$ cat config.mk
export PLATFORM = sky130hd
export DESIGN_NAME = triplet_search
export DESIGN_NICKNAME = d
export VERILOG_FILES = /design/src/core/triplet_search.v /design/src/core/slot_engine.v
export VERILOG_INCLUDE_DIRS = /design/src /design/src/include
export SDC_FILE = /design/constraint.sdc
export NUM_CORES = 1
export LEC_CHECK = 0
export BUFFER_PORTS_ARGS = -buffer_cell sky130_fd_sc_hd__buf_4
export CORE_MARGIN = 2
export CORE_UTILIZATION = 59
export DETAILED_ROUTE_END_ITERATION = 10
export GPL_ROUTABILITY_DRIVEN = 0
export GPL_TIMING_DRIVEN = 0
export PLACE_DENSITY = 0.86
export RECOVER_POWER = 50
export SKIP_LAST_GASP = 1
export SLEW_MARGIN = 25
export SYNTH_ARGS = -nofsm -noshare
export SYNTH_HDL_FRONTEND = slang
export SYNTH_HIERARCHICAL = 1
export SYNTH_SLANG_ARGS = --single-unit
$ cat constraint.sdc
create_clock -name CLK_SYS -period 3.6 [get_ports CLK_SYS]
set_input_delay 0.54 -clock CLK_SYS [delete_from_list [all_inputs] [get_ports CLK_SYS]]
set_output_delay 0.54 -clock CLK_SYS [all_outputs]
set_load 0.005 [all_outputs]
$ cat src/include/triplet_defs.vh
// constants for the single-wire triplet search block
`ifndef TRIPLET_DEFS_VH
`define TRIPLET_DEFS_VH
`define CMD_TRIPLET       8'h78
`define CMD_SET_PTR       8'hE1
`define PTR_STATUS        8'hF0
`define DIR_BIT           7
`define ST_BUSY           0
`define ST_FIRST          5
`define ST_SECOND         6
`define ST_BRANCH         7
`define SLOT_STD_NS       70
`define SLOT_OD_NS        60
`define SAMPLE_STD_NS     15
`define SAMPLE_OD_NS      12
`define LOW_STD_NS        6
`define LOW_OD_NS         1
`define CLK_PERIOD_NS     10
`define SLOT_STD_CYC      (`SLOT_STD_NS / `CLK_PERIOD_NS)
`define SLOT_OD_CYC       (`SLOT_OD_NS / `CLK_PERIOD_NS)
`define SAMPLE_STD_CYC    ((`SAMPLE_STD_NS + `CLK_PERIOD_NS - 1) / `CLK_PERIOD_NS)
`define SYNC_LAG_CYC      3
`define SAMPLE_OD_CYC     ((`SAMPLE_OD_NS + `CLK_PERIOD_NS - 1) / `CLK_PERIOD_NS)
`define LOW_STD_CYC       ((`LOW_STD_NS + `CLK_PERIOD_NS - 1) / `CLK_PERIOD_NS)
`define LOW_OD_CYC        ((`LOW_OD_NS + `CLK_PERIOD_NS - 1) / `CLK_PERIOD_NS)
`define W0_STD_CYC        (`SLOT_STD_CYC - 1)
`define W0_OD_CYC         (`SLOT_OD_CYC - 1)
`define START_MAX_NS      262.5
`endif

$ cat src/core/triplet_search.v
// triplet search command of the host-controlled single-wire master
// Behaviour
// - code 78h plus direction: read, read, write
// - both reads zero: write the direction bit
// - reads zero then one: write zero
// - reads one then zero: write one
// - both reads one: write one anyway
// - busy at code: no acknowledge, no activity
// - first slot starts within 262.5ns
// - command ends in three slots plus 262.5ns
// - read pointer left on status register
// - busy flag high for three slots
// - first read flag set at first sample
// - second flag and branch set at second sample
// - only direction bit 7 is used
// - acknowledge only valid codes and parameters
// - host reads return selected register repeatedly
`timescale 1ns/1ps
`include "triplet_defs.vh"
module triplet_search
(
  // clock and reset
  input  wire       CLK_SYS,
  input  wire       RESET_N,
  // received host bytes, decoded by the host-bus framing logic
  input  wire       BYTE_VALID,
  input  wire       BYTE_FIRST,
  input  wire [7:0] BYTE_DATA,
  input  wire       READ_REQ,
  // configuration
  input  wire       OVERDRIVE_SPEED_SELECT,
  input  wire       ACTIVE_PULLUP_SELECT,
  // host answers
  output reg        BYTE_ACK,
  output reg  [7:0] READ_DATA,
  output reg        READ_POINTER_STATUS,
  // status flags
  output reg        LINE_BUSY_FLAG,
  output reg        FIRST_READ_BIT_FLAG,
  output reg        SECOND_READ_BIT_FLAG,
  output reg        BRANCH_FLAG,
  // single-wire line
  input  wire       LINE_IN,
  output reg        LINE_OE,
  output reg        LINE_PULLUP_OE
);

  // ****************************************
  // input synchroniser and state
  // ****************************************
  localparam IDLE  = 2'd0;
  localparam PARAM = 2'd1;
  localparam RUN   = 2'd2;

  reg       line_meta;
  reg       line_sync;
  reg [1:0] state;
  reg [1:0] slot_idx;
  reg       dir_bit;
  reg       start;
  reg       wr_one;
  wire      eng_oe;
  wire      smp_pulse;
  wire      smp_bit;
  wire      eng_done;

  // branch choice for the third slot
  function choose;
    input first;
    input second;
    input dir;
    begin
      if (first == second)
        choose = first | dir;
      else
        choose = first;
    end
  endfunction

  // command code decode
  function is_triplet;
    input [7:0] code;
    begin
      is_triplet = (code == `CMD_TRIPLET);
    end
  endfunction

  always @(posedge CLK_SYS or negedge RESET_N)
  begin
    if (!RESET_N)
    begin
      line_meta <= 1'b1;
      line_sync <= 1'b1;
    end
    else
    begin
      line_meta <= LINE_IN;
      line_sync <= line_meta;
    end
  end

  slot_engine u_slot
  (
    .clk          (CLK_SYS),
    .reset_n      (RESET_N),
    .start        (start),
    .write_one    (wr_one),
    .overdrive    (OVERDRIVE_SPEED_SELECT),
    .line_in      (line_sync),
    .line_oe      (eng_oe),
    .sample_pulse (smp_pulse),
    .sample_bit   (smp_bit),
    .done         (eng_done)
  );

  // ****************************************
  // command sequencer
  // ****************************************
  always @(posedge CLK_SYS or negedge RESET_N)
  begin
    if (!RESET_N)
    begin
      state                <= IDLE;
      slot_idx             <= 2'd0;
      dir_bit              <= 1'b0;
      start                <= 1'b0;
      wr_one               <= 1'b1;
      BYTE_ACK             <= 1'b0;
      READ_POINTER_STATUS  <= 1'b1;
      LINE_BUSY_FLAG       <= 1'b0;
      FIRST_READ_BIT_FLAG  <= 1'b0;
      SECOND_READ_BIT_FLAG <= 1'b0;
      BRANCH_FLAG          <= 1'b0;
    end
    else
    begin
      start    <= 1'b0;
      BYTE_ACK <= 1'b0;
      case (state)
        IDLE:
        begin
          if (BYTE_VALID && BYTE_FIRST && !LINE_BUSY_FLAG
              && is_triplet(BYTE_DATA))
          begin
            BYTE_ACK            <= 1'b1;
            READ_POINTER_STATUS <= 1'b1;
            state               <= PARAM;
          end
          else if (BYTE_VALID && BYTE_FIRST && LINE_BUSY_FLAG)
            state <= IDLE;
        end
        PARAM:
        begin
          if (BYTE_VALID && BYTE_FIRST)
          begin
            if (is_triplet(BYTE_DATA))
              BYTE_ACK <= 1'b1;
            else
              state <= IDLE;
          end
          else if (BYTE_VALID)
          begin
            dir_bit        <= BYTE_DATA[`DIR_BIT];
            BYTE_ACK       <= 1'b1;
            wr_one         <= 1'b1;
            start          <= 1'b1;
            slot_idx       <= 2'd0;
            LINE_BUSY_FLAG <= 1'b1;
            state          <= RUN;
          end
        end
        RUN:                             // bytes ignored while busy
        begin
          if (smp_pulse && slot_idx == 2'd0)
            FIRST_READ_BIT_FLAG <= smp_bit;
          if (smp_pulse && slot_idx == 2'd1)
          begin
            SECOND_READ_BIT_FLAG <= smp_bit;
            BRANCH_FLAG <= choose(FIRST_READ_BIT_FLAG, smp_bit, dir_bit);
          end
          if (eng_done)
          begin
            if (slot_idx == 2'd2)
            begin
              LINE_BUSY_FLAG <= 1'b0;
              state          <= IDLE;
            end
            else
            begin
              if (slot_idx == 2'd1)
                wr_one <= BRANCH_FLAG;
              slot_idx <= slot_idx + 2'd1;
              start    <= 1'b1;
            end
          end
        end
        default:
          state <= IDLE;
      endcase
    end
  end

  // ****************************************
  // line drive and host read data
  // ****************************************
  always @(posedge CLK_SYS or negedge RESET_N)
  begin
    if (!RESET_N)
    begin
      LINE_OE        <= 1'b0;
      LINE_PULLUP_OE <= 1'b0;
      READ_DATA      <= 8'h00;
    end
    else
    begin
      LINE_OE        <= eng_oe;
      LINE_PULLUP_OE <= ACTIVE_PULLUP_SELECT & LINE_BUSY_FLAG & ~eng_oe;
      if (READ_REQ)
        READ_DATA <= {BRANCH_FLAG, SECOND_READ_BIT_FLAG,
                      FIRST_READ_BIT_FLAG, 4'h0, LINE_BUSY_FLAG};
    end
  end

endmodule // triplet_search

$ cat src/core/slot_engine.v
// one single-wire time slot generator
`timescale 1ns/1ps
`include "triplet_defs.vh"
module slot_engine
(
  // clock and reset
  input  wire       clk,
  input  wire       reset_n,
  // control
  input  wire       start,
  input  wire       write_one,
  input  wire       overdrive,
  // line
  input  wire       line_in,
  output reg        line_oe,
  // result
  output reg        sample_pulse,
  output reg        sample_bit,
  output reg        done
);

  reg [7:0] count;
  reg       busy;
  reg       one;
  localparam [7:0] SLOT_STD = `SLOT_STD_CYC;
  localparam [7:0] SLOT_OD  = `SLOT_OD_CYC;
  localparam [7:0] LOW1_STD = `LOW_STD_CYC;
  localparam [7:0] LOW1_OD  = `LOW_OD_CYC;
  localparam [7:0] LOW0_STD = `W0_STD_CYC;
  localparam [7:0] LOW0_OD  = `W0_OD_CYC;
  // sample lags the output register and the two-flop line synchroniser
  localparam [7:0] SMP_STD  = `SAMPLE_STD_CYC + `SYNC_LAG_CYC;
  localparam [7:0] SMP_OD   = `SAMPLE_OD_CYC + `SYNC_LAG_CYC;
  wire [7:0] slot_len = overdrive ? SLOT_OD : SLOT_STD;
  wire [7:0] low_len  = one ? (overdrive ? LOW1_OD : LOW1_STD)
                            : (overdrive ? LOW0_OD : LOW0_STD);
  wire [7:0] smp_at   = overdrive ? SMP_OD : SMP_STD;

  always @(posedge clk or negedge reset_n)
  begin
    if (!reset_n)
    begin
      count        <= 8'h00;
      busy         <= 1'b0;
      one          <= 1'b1;
      line_oe      <= 1'b0;
      sample_pulse <= 1'b0;
      sample_bit   <= 1'b0;
      done         <= 1'b0;
    end
    else
    begin
      sample_pulse <= 1'b0;
      done         <= 1'b0;
      if (start && !busy)
      begin
        busy    <= 1'b1;
        one     <= write_one;
        count   <= 8'h01;
        line_oe <= 1'b1;
      end
      else if (busy)
      begin
        count <= count + 8'h01;
        if (count == low_len)
          line_oe <= 1'b0;
        if (count == smp_at)
        begin
          sample_pulse <= 1'b1;
          sample_bit   <= line_in;
        end
        if (count == slot_len)
        begin
          busy <= 1'b0;
          done <= 1'b1;
        end
      end
    end
  end

endmodule // slot_engine

; Word-level counts from Yosys, hierarchy flattened
; Cells that the tools add are included.
[word_totals]
elab_cells = 120
reg_bits = 34
out_inout_bits = 16
input_bits = 16
[classes]
add_sub_neg = 2
bitwise_logic = 6
n_mux = 49
eq_ne = 18
reduce_logical = 23
[op_table]
columns = operator, n
row1 = two-way mux 1 bit, 28
row2 = two-way mux 2 bit, 12
row3 = two-way mux 8 bit, 3
row4 = == test 8 bit, 2
row5 = AND reduction 5 bit, 3
row6 = "inequality test 2 bit, second input constant", 5
row7 = "inequality test 3 bit, second input constant", 3
row8 = "adder 8 x 1 -> 8 bit, second input constant", 1
row9 = "== test 8 x 3 -> 1 bit, second input constant", 1
row10 = "== test 8 x 7 -> 1 bit, second input constant", 1
row11 = case mux 1 bit (2 select lines), 4
row12 = logical AND 1 bit, 7
row13 = case mux 2 bit (3 select lines), 1
row14 = AND reduction 2 bit, 3
row15 = AND reduction 3 bit, 2
row16 = AND reduction 6 bit, 1
row17 = nonzero test 2 bit, 3
row18 = "== test 2 x 1 -> 1 bit, second input constant", 2
row19 = "== test 2 bit, second input constant", 2
row20 = logical NOT 2 bit, 2
row21 = case mux 2 bit (2 select lines), 1
row22 = NOT 1 bit, 3
row23 = "adder 2 x 1 -> 2 bit, second input constant", 1
row24 = AND 1 bit, 2
row25 = 4 further kinds, 5

; Logic depth before layout (Yosys ltp)
[logic_depth]
ltp_word = 6
ltp_mapped = 7
mapped_depth_nobuf = 6

; Cells and area by module
; Netlist, hierarchy kept.
[modules_own_cells]
columns = mod, area_per_inst_um2, n_inst, cells_per_inst, seq_area_each_um2
row1 = triplet_search, 1019.7, 1, 96, 504.2
row2 = slot_engine, 700.7, 1, 65, 351.6

; Worst setup path after synthesis
; OpenSTA, ideal clock, no wires.
[synth_timing]
path_type = in2reg
startpoint = in BYTE_DATA[1]
endpoint = reg state[0]
stages = 4
path_slack_ps = 1993
n_path_buf = 0
t_arrival_ps = 1527
setup_time_ps = 80
required_time_ps = 3520
cell_sequence = nor4b_2 > nand4_1 > or4_4 > o211ai_2
[synth_between]
elab_chain_cells = 4
word_cells_on_any_way = 7
cone_classes = 3 x eq/ne / 2 x mux / 2 x reduce/logical
[synth_lines]
columns = element, line_no
row1 = start: declaration, triplet_search.v:28  ; input wire [7:0] BYTE_DATA,
row2 = == test 8 x 7 -> 1 bit (no source line) (*), n/a
row3 = logical AND 1 bit, triplet_search.v:143  ; && is_triplet(BYTE_DATA))
row4 = inequality test 3 bit (no source line) / two-way mux 2 bit (equally long branches), n/a
row5 = AND reduction 5 bit (no source line) / case mux 2 bit (3 select lines) (equally long branches), n/a
row6 = end signal: assignment, triplet_search.v:147  ; state <= PARAM;
row7 = end signal: assignment, triplet_search.v:150  ; state <= IDLE;
row8 = end signal: assignment, triplet_search.v:159  ; state <= IDLE;
row9 = end: declaration, triplet_search.v:57  ; reg [1:0] state;
; Every way passes the cells marked *; elsewhere a longest branch is shown, timed or not.
; A chain may end at the register's enable or synchronous reset.

; Worst setup path in the final report
[layout_timing]
startpoint = reg u_slot.count[4]
endpoint = reg u_slot.sample_bit
[layout_between]
elab_chain_cells = 2
[layout_lines]
columns = element, line_no
row1 = start: declaration, slot_engine.v:22  ; reg [7:0] count;
row2 = start signal: assignment, slot_engine.v:64  ; count <= count + 8'h01;
row3 = == test 8 x 3 -> 1 bit, slot_engine.v:67  ; if (count == smp_at)
row4 = AND reduction 3 bit (no source line), n/a
row5 = end signal: assignment, slot_engine.v:70  ; sample_bit <= line_in;
row6 = end: declaration, slot_engine.v:18  ; output reg sample_bit,
; No other way between the ends.

==> flow_metrics.env <==
export IMPL_status="complete, but fails checks"
export IMPL_violations="capacitance limit, slew limit"
export IMPL_grtUsageTotal_pct=22.22
export IMPL_initial_core_util_pct=62.39
export IMPL_final_hold_viol_count=0
export IMPL_fmax_ghz=0.5878
export IMPL_rsz0062_at_grt="false"
export IMPL_die_area_sq_um=3364
export IMPL_slowest_stage="or4_4"
export IMPL_synth_seq_cells=34
export IMPL_p_leak_nw=0.9360
export IMPL_cts_hold_buffers=0
export IMPL_fin_nets=221
export IMPL_io_buffer_count=26
export IMPL_drt_initial_drc_count=48
export IMPL_cp_start_kind="flop"
export IMPL_drtAntennaViolNets=0
export IMPL_cp_arrival_ns=1.92
export IMPL_num_vias=1299
export IMPL_cts_tree="yes"
export IMPL_clock_sinks=34
export IMPL_cpLargestDelayFamily="simple AND/OR/NAND/NOR gates"
export IMPL_fin_crit_sh_pct=47.26
export IMPL_drc=0
export IMPL_finalSetupViolations=0
export IMPL_max_stage_delay_ns=0.61
export IMPL_clk_latency_ns=0.34
export IMPL_grt_pass1_vias=1309
export IMPL_clock_path_buffers=2
export IMPL_antenna_found_initial=0
export IMPL_first_pass_iters=4
export IMPL_timing_critical_path_fanout_max=4
export IMPL_drv_cap=1
export IMPL_slew_viol_final=35
export IMPL_wire_per_inst_um=14.18
export IMPL_rows=19
export IMPL_cts_htree_levels=2
export IMPL_worstPathRequired_ns=3.82
export IMPL_slew_headroom_pct=-13.00
export IMPL_ios=32
export IMPL_dieWidth_um=58
export IMPL_drive_gt1_share_pct=28.79
export IMPL_netlist_area_sq_um=1720
export IMPL_worst_pin_slew_ns=1.695
export IMPL_critical_path_buf_inv_count=0
export IMPL_yosysSeqAreaShare_pct=49.75
export IMPL_post_cts_resized=0
export IMPL_area_growth_syn_to_layout_pct=17.53
export IMPL_netlist_instances=161
export IMPL_fp_dieH_um=58
export IMPL_hp_class="in -> reg"
export IMPL_worst_setup_path_end_kind="flop"
export IMPL_cts_inserted_buffers=5
export IMPL_fin_ws_ns=1.899
export IMPL_diodes=0
export IMPL_gr_total_overflow=0
export IMPL_clk_pin_slew_ns=0.10
export IMPL_hpwl_um=2494
export IMPL_hold_slack_ns=0.3077
export IMPL_grt_pass1_wl_um=5499
export IMPL_ys_types=44
export IMPL_dp_slack_ns=1.777
export IMPL_grt_max_degree=35
export IMPL_crit_path_cell_trace="or4_4 > nor3_4 > mux2_1"
export IMPL_synth_area_per_cell_sq_um=10.69
export IMPL_vias_per_cell=5.672
export IMPL_post_cts_buffers=0
export IMPL_finalClockSkew_ns=0.007802
export IMPL_synth_warnings=6
export IMPL_tns_ns=0
export IMPL_power_density_nw_per_um2=582.2
export IMPL_core_sq_um=2758
export IMPL_root_buffer="clkbuf_4"
export IMPL_postRouteWirelength_um=3247
export IMPL_crit_type="reg -> reg"
export IMPL_fin_crit_ns=1.701
export IMPL_vdd_drop_max_v=0.0005052
==> final timing paths <==
kind / cells past startpoint / to / from / slack, ns
hold reg to reg: 0 / line_sync / line_meta / 0.36
max in group asynchronous: 1 / READ_DATA[7] / RESET_N / 1.99
min in group asynchronous: 1 / BYTE_ACK / RESET_N / 0.63
hold / removal: 1 / line_meta / LINE_IN / 0.31
setup / recovery: 3 / u_slot/sample_bit / u_slot/count[4] / 1.90
setup reg to reg: 3 / u_slot/sample_bit / u_slot/count[4] / 1.90
==> cell type report <==
class | count | area [sq um]
Clock inverter | 1 | 5.005
Multi-Input combinational cell | 111 | 783.3
Timing Repair Buffer | 26 | 191.4
Tap cell | 31 | 38.79
Clock buffer | 7 | 55.05
Inverter | 10 | 37.54
Sequential cell | 34 | 855.8
Fill cell | 215 | 735.7
Buffer | 9 | 55.05
==> power breakdown <==
part / internal, W / switching (W) / leakage (nW)
clock network: 0.0000945 / 0.000121 / 0.0353
registers: 0.000464 / 0.0000626 / 0.437
logic: 0.000187 / 0.000248 / 0.464
total: 0.000746 / 0.000432 / 0.936
==> per-layer routing <==
metal | vias up | global-route usage (%) | share of wire [%]
met1 | 620 | 24.22 | 42
met2 | 34 | 37.66 | 51
met3 | 10 | 9.375 | 5.0
met5 | - | 0 | 0
li1 | 635 | - | -
met4 | 0 | 9.967 | 2.1
==> per-stage QoR <==
stage          total power, W  instances  instance area, sq um  util, %
3_3_place_gp        0.0009280        221                  1966    71.28
3_5_place_dp        0.0009684        221                  1966    71.28
2_1_floorplan       0.0008315        164                  1732        -
6_report             0.001177        229                  2022    73.32
5_1_grt              0.001275        229                  2022    73.32
4_1_cts              0.001188        229                  2026    73.46
==> flip-flops by register name, indices dropped and copies added, names as in the netlist, 2 cells and up <==
name          flops
state             2
u_slot/count      8
READ_DATA         4
slot_idx          2
==> cells in the final DEF, fill, tap and decap left out, drive strengths merged <==
| master | netlist | final |
|---|---|---|
| o21a | 1 | 1 |
| nand3b | 4 | 4 |
| nand4 | 2 | 2 |
| o41ai | 1 | 1 |
| a2111oi | 1 | 1 |
| ha | 8 | 8 |
| a22o | 1 | 1 |
| a221oi | 1 | 1 |
| mux2 | 8 | 8 |
| nor3b | 1 | 1 |
| o31ai | 3 | 3 |
| and3 | 1 | 1 |
| clkinv | 0 | 1 |
| nor4 | 2 | 2 |
| or4 | 2 | 2 |
| dfrtp | 30 | 30 |
| o22ai | 2 | 2 |
| mux2i | 1 | 1 |
| o311ai | 1 | 1 |
| nor2 | 6 | 6 |
| a22oi | 1 | 1 |
| nand2b | 8 | 8 |
| o21ai | 10 | 10 |
| nor3 | 2 | 2 |
| a41o | 1 | 1 |
| nor2b | 2 | 2 |
| nor4b | 1 | 1 |
| buf | 7 | 31 |
| a21boi | 2 | 2 |
| a21oi | 9 | 9 |
| nand2 | 12 | 12 |
| inv | 10 | 10 |
| o211ai | 3 | 3 |
| clkbuf | 2 | 11 |
| nand3 | 7 | 7 |
| conb | 2 | 5 |
| xnor2 | 2 | 2 |
| dfstp | 4 | 4 |
==> cells in the mapped netlist, drive strengths merged <==
library cell | number | area [sq um]
xnor2 | 2 | 17.52
dfstp | 4 | 105.1
nor3b | 1 | 7.510
conb | 2 | 7.510
a2111oi | 1 | 15.01
and3 | 1 | 6.260
a41o | 1 | 10.01
or4 | 2 | 22.52
o21ai | 10 | 50.04
clkbuf | 2 | 7.510
o31ai | 3 | 22.52
inv | 10 | 37.54
nand3 | 7 | 35.03
a21boi | 2 | 15.02
a22o | 1 | 8.760
nor4b | 1 | 15.01
o41ai | 1 | 8.760
buf | 7 | 47.55
o211ai | 3 | 27.52
a21oi | 9 | 45.04
nor3 | 2 | 21.27
o311ai | 1 | 8.760
a221oi | 1 | 8.760
nand2 | 12 | 45.04
nor4 | 2 | 18.77
nand4 | 2 | 12.51
ha | 8 | 100.1
o22ai | 2 | 12.51
nand3b | 4 | 30.03
mux2 | 8 | 90.09
mux2i | 1 | 10.01
o21a | 1 | 7.510
nor2 | 6 | 22.52
dfrtp | 30 | 750.7
nor2b | 2 | 12.51
nand2b | 8 | 50.05
a22oi | 1 | 7.510
==> cells by family after synthesis <==
group	count (synthesis)	share of synthesized area (%)
XOR/XNOR	2	1.018
AND/OR/NAND/NOR	50	17.38
multiplexers	9	5.818
AO/OA/AOI/OAI	37	14.40
flip-flops	34	49.75
other	2	0.4365
buffers and inverters	19	5.382
adder cells (fa/ha/maj)	8	5.818
(Power assumes the default switching activity.)
